File: src/logic/vcs_pkg.sv
// Package for the calibration clock and counter sync control block
package vcs_pkg;
   // Register indices; byte address is four times the index
   localparam logic [11:0] IDX_CAL_CTRL = 12'h018;
   localparam logic [11:0] IDX_CNT_SYNC = 12'h019;
   localparam logic [11:0] IDX_ACTIVE = 12'h0FF;
   localparam logic [11:0] IDX_TRANSFER = 12'h232;
   localparam int ADDR_LSB = 2;
   // Field positions
   localparam int CAL_START_BIT = 0;
   localparam int CAL_DIV_LSB = 1;
   localparam int SYNC_MODE_LSB = 6;
   localparam int R_DELAY_LSB = 3;
   localparam int N_DELAY_LSB = 0;
   localparam int TRANSFER_BIT = 0;
   // Values after reset
   localparam logic [7:0] CAL_CTRL_RESET = 8'h06;
   localparam logic [7:0] CNT_SYNC_RESET = 8'h00;
   // Calibration divider codes
   localparam logic [1:0] CAL_DIV_2 = 2'h0;
   localparam logic [1:0] CAL_DIV_4 = 2'h1;
   localparam logic [1:0] CAL_DIV_8 = 2'h2;
   localparam logic [1:0] CAL_DIV_16 = 2'h3;
   // Counter sync modes
   localparam logic [1:0] SYNC_IGNORE = 2'h0;
   localparam logic [1:0] SYNC_ASYNC_RESET = 2'h1;
   localparam logic [1:0] SYNC_SYNC_RESET = 2'h2;
   localparam logic [1:0] SYNC_NONE = 2'h3;
   // AHB transfer type bit that marks an active transfer
   localparam int HTRANS_ACTIVE_BIT = 1;
endpackage
File: src/logic/vcs_ctrl.sv
// Calibration clock divider, calibration trigger and counter sync control with AHB-Lite registers
`timescale 1ns/1ps
module vcs_ctrl (
   input wire logic clock,
   input wire logic arst_n,
   input wire logic hsel,
   input wire logic [31:0] haddr,
   input wire logic [1:0] htrans,
   input wire logic hwrite,
   input wire logic [2:0] hsize,
   input wire logic [31:0] hwdata,
   input wire logic hready,
   output logic [31:0] hrdata,
   output logic hreadyout,
   output logic hresp,
   input wire logic ref_tick,
   input wire logic sync_n,
   output logic cal_clk_en,
   output logic cal_start,
   output logic cnt_rst_async,
   output logic cnt_rst_sync,
   output logic [2:0] r_path_delay,
   output logic [2:0] n_path_delay
);

   // Address phase decode shared by capture and read data
   logic addr_ok;
   logic [11:0] a_idx;

   // Bus data-phase state
   logic dp_write;
   logic [11:0] dp_idx;
   logic next_dp_write;
   logic [11:0] next_dp_idx;

   // Bus answer outputs
   logic [31:0] next_hrdata;
   logic next_hreadyout;
   logic next_hresp;

   // Buffered register copies, written by software
   logic [7:0] buf_cal;
   logic [7:0] buf_sync;
   logic [7:0] next_buf_cal;
   logic [7:0] next_buf_sync;

   // Active register copies, seen by the hardware
   logic transfer_hit;
   logic [7:0] act_cal;
   logic [7:0] act_sync;
   logic [7:0] next_act_cal;
   logic [7:0] next_act_sync;

   // Calibration clock divider state
   logic [3:0] div_cnt;
   logic [3:0] next_div_cnt;
   logic [3:0] div_last;
   logic next_cal_clk_en;

   // Calibration start edge state
   logic start_prev;
   logic next_start_prev;
   logic next_cal_start;

   // Counter sync state
   logic sync_on;
   logic [1:0] sync_mode;
   logic next_cnt_rst_async;
   logic next_cnt_rst_sync;

   // Path delay outputs
   logic [2:0] next_r_path_delay;
   logic [2:0] next_n_path_delay;

   // Transfer taken only when selected, active and bus ready
   assign addr_ok = hsel && htrans[vcs_pkg::HTRANS_ACTIVE_BIT] && hready;
   assign a_idx = haddr[vcs_pkg::ADDR_LSB +: 12]; // Word index; low address bits ignored

   // Strobe acts in the data phase of its write
   assign transfer_hit = dp_write && dp_idx == vcs_pkg::IDX_TRANSFER && hwdata[vcs_pkg::TRANSFER_BIT];

   // Pin is active low; mode comes from the active copy only
   assign sync_on = !sync_n;
   assign sync_mode = act_sync[vcs_pkg::SYNC_MODE_LSB +: 2];

   // Address phase capture for the following data phase
   always_comb begin
      next_dp_write = addr_ok && hwrite;
      // Idle or unselected cycles clear the captured index
      next_dp_idx = 12'h000;
      if (addr_ok) begin
         next_dp_idx = a_idx;
      end
   end

   // Data phase bookkeeping
   always_ff @(posedge clock or negedge arst_n) begin
      if (!arst_n) begin
         dp_write <= 1'b0;
         dp_idx <= 12'h000;
      end else begin
         dp_write <= next_dp_write;
         dp_idx <= next_dp_idx;
      end
   end

   // Writes land in the buffer only; hardware sees them after transfer
   always_comb begin
      next_buf_cal = buf_cal;
      next_buf_sync = buf_sync;
      // Unused bits of the calibration register read back as zero
      // Writes to the transfer strobe are not stored
      if (dp_write && dp_idx == vcs_pkg::IDX_CAL_CTRL) begin
         next_buf_cal = {5'h00, hwdata[2:0]};
      end else if (dp_write && dp_idx == vcs_pkg::IDX_CNT_SYNC) begin
         next_buf_sync = hwdata[7:0];
      end
   end

   // Buffered copies
   always_ff @(posedge clock or negedge arst_n) begin
      if (!arst_n) begin
         buf_cal <= vcs_pkg::CAL_CTRL_RESET;
         buf_sync <= vcs_pkg::CNT_SYNC_RESET;
      end else begin
         buf_cal <= next_buf_cal;
         buf_sync <= next_buf_sync;
      end
   end

   // One strobe copies both buffers, so related fields change together
   always_comb begin
      next_act_cal = act_cal;
      next_act_sync = act_sync;
      // A strobe write with bit 0 low is ignored
      if (transfer_hit) begin
         next_act_cal = buf_cal;
         next_act_sync = buf_sync;
      end
   end

   // Active copies; only these drive the hardware
   always_ff @(posedge clock or negedge arst_n) begin
      if (!arst_n) begin
         act_cal <= vcs_pkg::CAL_CTRL_RESET;
         act_sync <= vcs_pkg::CNT_SYNC_RESET;
      end else begin
         act_cal <= next_act_cal;
         act_sync <= next_act_sync;
      end
   end

   // Read data from next values so a read right after a write sees it
   always_comb begin
      next_hreadyout = 1'b1; // Zero wait states
      next_hresp = 1'b0; // Always OKAY
      next_hrdata = 32'h0000_0000;
      // Unmapped indices, the strobe index and writes return zero
      if (!addr_ok || hwrite) begin
         next_hrdata = 32'h0000_0000;
      end else if (a_idx == vcs_pkg::IDX_CAL_CTRL) begin
         next_hrdata = {24'h000000, next_buf_cal};
      end else if (a_idx == vcs_pkg::IDX_CNT_SYNC) begin
         next_hrdata = {24'h000000, next_buf_sync};
      end else if (a_idx == vcs_pkg::IDX_ACTIVE) begin
         next_hrdata = {16'h0000, next_act_sync, next_act_cal};
      end
   end

   // Bus answer registers; ready stays low while in reset
   always_ff @(posedge clock or negedge arst_n) begin
      if (!arst_n) begin
         hrdata <= 32'h0000_0000;
         hreadyout <= 1'b0;
         hresp <= 1'b0;
      end else begin
         hrdata <= next_hrdata;
         hreadyout <= next_hreadyout;
         hresp <= next_hresp;
      end
   end

   // Terminal count of the reference divider per active code
   always_comb begin
      case (act_cal[vcs_pkg::CAL_DIV_LSB +: 2])
         vcs_pkg::CAL_DIV_2: begin
            div_last = 4'h1;
         end
         vcs_pkg::CAL_DIV_4: begin
            div_last = 4'h3;
         end
         vcs_pkg::CAL_DIV_8: begin
            div_last = 4'h7;
         end
         default: begin
            div_last = 4'hF;
         end
      endcase
   end

   // Reference ticks feed the divider; its enable paces calibration logic
   always_comb begin
      next_div_cnt = div_cnt;
      // Enable is one clock wide and stands in for the calibration clock
      next_cal_clk_en = 1'b0;
      // A code change mid-count wraps on the next tick, never hangs
      if (ref_tick) begin
         if (div_cnt >= div_last) begin
            next_div_cnt = 4'h0;
            next_cal_clk_en = 1'b1;
         end else begin
            next_div_cnt = div_cnt + 4'h1;
         end
      end
   end

   // Divider count and calibration clock enable
   always_ff @(posedge clock or negedge arst_n) begin
      if (!arst_n) begin
         div_cnt <= 4'h0;
         cal_clk_en <= 1'b0;
      end else begin
         div_cnt <= next_div_cnt;
         cal_clk_en <= next_cal_clk_en;
      end
   end

   // Only a 0 to 1 change of the active bit starts calibration
   always_comb begin
      // Holding the bit at 1 across transfers gives no new pulse
      next_start_prev = act_cal[vcs_pkg::CAL_START_BIT];
      next_cal_start = act_cal[vcs_pkg::CAL_START_BIT] && !start_prev;
   end

   // Previous value resets low, like the bit, so no false start
   always_ff @(posedge clock or negedge arst_n) begin
      if (!arst_n) begin
         start_prev <= 1'b0;
         cal_start <= 1'b0;
      end else begin
         start_prev <= next_start_prev;
         cal_start <= next_cal_start;
      end
   end

   // Async mode follows the pin; sync mode updates on reference ticks
   always_comb begin
      // Codes 00 and 11 leave both outputs low
      next_cnt_rst_async = (sync_mode == vcs_pkg::SYNC_ASYNC_RESET) && sync_on;
      next_cnt_rst_sync = cnt_rst_sync;
      // Leaving sync mode drops a held reset at once
      if (sync_mode != vcs_pkg::SYNC_SYNC_RESET) begin
         next_cnt_rst_sync = 1'b0;
      end else if (ref_tick) begin
         next_cnt_rst_sync = sync_on;
      end
   end

   // Counter reset outputs; one cycle of lag on the pin
   always_ff @(posedge clock or negedge arst_n) begin
      if (!arst_n) begin
         cnt_rst_async <= 1'b0;
         cnt_rst_sync <= 1'b0;
      end else begin
         cnt_rst_async <= next_cnt_rst_async;
         cnt_rst_sync <= next_cnt_rst_sync;
      end
   end

   // Path delays pass straight from the active copy
   always_comb begin
      // Delay fields are only carried, not used inside this block
      next_r_path_delay = act_sync[vcs_pkg::R_DELAY_LSB +: 3];
      next_n_path_delay = act_sync[vcs_pkg::N_DELAY_LSB +: 3];
   end

   // Path delay registers
   always_ff @(posedge clock or negedge arst_n) begin
      if (!arst_n) begin
         r_path_delay <= 3'h0;
         n_path_delay <= 3'h0;
      end else begin
         r_path_delay <= next_r_path_delay;
         n_path_delay <= next_n_path_delay;
      end
   end

endmodule

File: config.mk
export PLATFORM = sky130hd
export DESIGN_NAME = vcs_ctrl
export DESIGN_NICKNAME = d
export VERILOG_FILES = /design/src/logic/vcs_pkg.sv /design/src/logic/vcs_ctrl.sv
export SDC_FILE = /design/constraint.sdc
export NUM_CORES = 1
export LEC_CHECK = 0
export CAP_MARGIN = 15
export CORE_MARGIN = 4
export CORE_UTILIZATION = 55
export CTS_BUF_LIST = sky130_fd_sc_hd__clkbuf_8 sky130_fd_sc_hd__clkbuf_16
export DETAILED_ROUTE_END_ITERATION = 16
export DONT_BUFFER_PORTS = 1
export GPL_TIMING_DRIVEN = 0
export PLACE_DENSITY = 0.73
export SLEW_MARGIN = 20
export SYNTH_ARGS = -nofsm -noshare
export SYNTH_HDL_FRONTEND = slang
export SYNTH_SLANG_ARGS = --single-unit
File: constraint.sdc
create_clock -name clock -period 2.67 [get_ports clock]
set_input_delay 0.267 -clock clock [delete_from_list [all_inputs] [get_ports clock]]
set_output_delay 0.267 -clock clock [all_outputs]
set_load 0.02 [all_outputs]
==> impl_results.md <==
* Hold WS at roughly 59 ps
* Share of cells above drive strength 1 at a little under a quarter
* Fmax at 420 MHz
* Area share of the largest cell type after synthesis at ~58%
* Leakage Power at between 1.5 and 2 nW
* IO buf count at 0
* Peak VDD IR at 0.338 mV
* Avg Inst Size Synth at ~13 um^2
* CP peak stage delay at approximately 580 ps
* Critical Path Sink Type: register
* GR Util All Layers at roughly 18%
* Clock H-tree levels at 3
* Syn. warnings at 0
* Unique masters post-synth at 38
* Final Skew at ~10 ps
* Worst slew pin tran at ~850 ps
* Vias post-DR at 1865
* Ys flop type: dfrtp_1
* Final worst-path cycle share at roughly nine tenths
* Wirelength per Cell at 16.0 um
* Synth Area in Compound Gates at 5.26%
* Antenna violations before repair at 0
* CTS tree: yes
* Seq cells post-synth at 77
* Worst-path clk slew at approximately 80 ps
* Required time worst endpoint at 2850 ps
* Hold/Removal Path Class: in -> reg
* Placer Congestion at 0.792
* Final setup fails at 0
* Max_slew headroom at a little over two fifths
* Synth Area in Adders at ~1.6%
* Highest-delay cell along the critical path: or4b_4
* CTS Sinks at 77
* Sequential share of the synthesized area at 61.5%
* Power per cell area at around 650 nW/um^2
* Most frequent cells in the layout: 73 x dfrtp_1, 19 x nand2_1, 19 x mux2_2
* Clk_lat worst skew at around 330 ps
* Starting density of the core at between 50% and 60%
* Clk root buf: clkbuf_8
* Synth Area in XOR/XNOR at 0%
* Die ar. at between 6000 and 7000 um^2
* Arrival @ worst endpoint at ~2600 ps
* Main combinational cell family by area after synthesis: simple AND/OR/NAND/NOR gates
* Tmin final at roughly 2400 ps
* GRT overflow at 0
* Multiplexer share of the synthesized area at a little under a tenth
* Asr flop ratio synth at 100%
* Core area at around 5500 um^2
* Slew Limit Fails at 0
* CP startpoint kind: register
* Vias/cell at 5.22
* Initial DRC count at between 40 and 50
* Final hold vios at 0
* Largest net degree at the start of global routing at 78
* Simple-Gate Fraction of Synth Area at 16.4%
* Post-synth EDFFs at 0
* DRC Markers at 0
* Synth area leader: dfrtp_1
* Flop-to-flop setup slack at 290 ps
* Final setup margin at 287 ps
* RSZ-0062 raised after global routing: false
* DP Wirelength at just over 4 mm
* Row count at 27
* CTS max path bufs at 2
* Commonest non-fill, non-tap cell in the layout: dfrtp_1
* Status: finished clean
* Total negative slack at 0 ps
* IO Pins at 120
* First-pass GRT wire length at ~10 mm
* Mapped Cells at about 250
* Diodes inserted at 0
* Cell Area, Synth at 3140 um^2
* Max FO, Critical Path at 9
* Die Ht at roughly 84 um
* Max-Cap Viols at 0
* NumNets Final at ~360
* Post-CTS Resized at 0
* Vias in the first global route at approximately 2000
* WL final at 5.72 mm
* Post-route design area at between 3000 and 4000 um^2
* Synth top area cells: dfrtp_1 58%, mux2_2 6.8%, buf_4 4.1%
* Placement Cell Area at roughly 3300 um^2
* Antenna violation net count after detailed routing at 0
* CP Cell Sequence: or4b_4 -> nor4_4 -> mux2_2 -> o21ai_0 -> a31oi_1
* Crit Path Category: reg -> reg
* Layout area overhead at 12.6%
* Drt first pass iters at 4
* Inserted Clock Buffers at 9
* Filler cells at between 400 and 500
* Die Width at about 84 um
* Dpl ws at 305 ps
## per-layer routing
layer  wire [um]  part of all wire [%]  track usage [%]
met4          76                   1.3             8.77
met1        2510                    44             22.1
met2        2740                    48             28.5
met3         392                   6.9             5.23
met5           0                     0                0
## kinds of logic (layout without fill, tap and decap cells)
logic type | after synthesis | after routing
buffers and inverters | 32 | 50
adders and majority gates | 4 | 4
muxes | 26 | 26
DFF | 77 | 77
and+or+nand+nor | 85 | 85
AOI/OAI and AO/OA | 25 | 25
other | 2 | 18
## area by class of cell
cell class	count	area, um^2	area share, %
inverter	10	37.5	1.06
multi-input combinational	158	1080	30.6
tap	72	90.1	2.55
buffer	22	148	4.18
clock inverter	4	47.5	1.34
sequential	77	1930	54.6
clock buffer	11	151	4.28
timing repair buffer	3	47.5	1.34
## power by group
group	internal, mW	switching, mW
Clock	0.475	0.398
Sequential	1.20	0.0380
Combinational	0.0820	0.113
## through the flow
step,cells,total power [mW],utilization (%)
global route,357,2.42,64.2
floorplan,267,1.40,-
detailed placement,339,1.43,59.7
CTS,357,2.32,64.2
global placement,339,1.42,59.7
finish,357,2.30,64.2
## worst max-delay path: cells and delay by family, from the launching register on
kind,cells,cell delay [ps]
AND/OR/NAND/NOR,2,1160
AO/OA/AOI/OAI,2,270
multiplexers,1,410
flip-flops,1,390
## synthesized netlist by cell type, types with 3 or more instances
master and instances:
a21bo_2 3, a31oi_1 3, and2_1 13, buf_4 17
clkbuf_1 4, dfrtp_1 73, dfstp_2 4, ha_1 4
inv_1 10, mux2_2 19, mux2i_1 7, nand2_1 19
nand3_1 11, nor2_1 5, nor2b_1 16, o211ai_1 5
o21ai_0 9
## what timing repair did
action	CTS	global route
endpoints found under the hold margin	78	0
setup buffers	0	0
hold buffers	3	0
## final timing paths
kind	start	endpoint	depth (start not counted)
max	dp_idx[5]	hrdata[0]	5
min	haddr[2]	dp_idx[0]	1
max reg2reg	dp_idx[5]	hrdata[0]	5
min reg2reg	act_sync[5]	r_path_delay[2]	0
max in group asynchronous	arst_n	buf_cal[2]	2
min in group asynchronous	arst_n	div_cnt[2]	2
## state kept, by name, indices dropped and copies added (netlist names)
| register | cells |
|---|---|
| dp_write | 1 |
| cal_start | 1 |
| cnt_rst_sync | 1 |
| buf_sync | 8 |
| hreadyout | 1 |
| start_prev | 1 |
| r_path_delay | 3 |
| act_sync | 8 |
| dp_idx | 12 |
| hrdata | 16 |
| cnt_rst_async | 1 |
| buf_cal | 8 |
| cal_clk_en | 1 |
| act_cal | 8 |
| n_path_delay | 3 |
| div_cnt | 4 |
(Power assumes the default switching activity.)
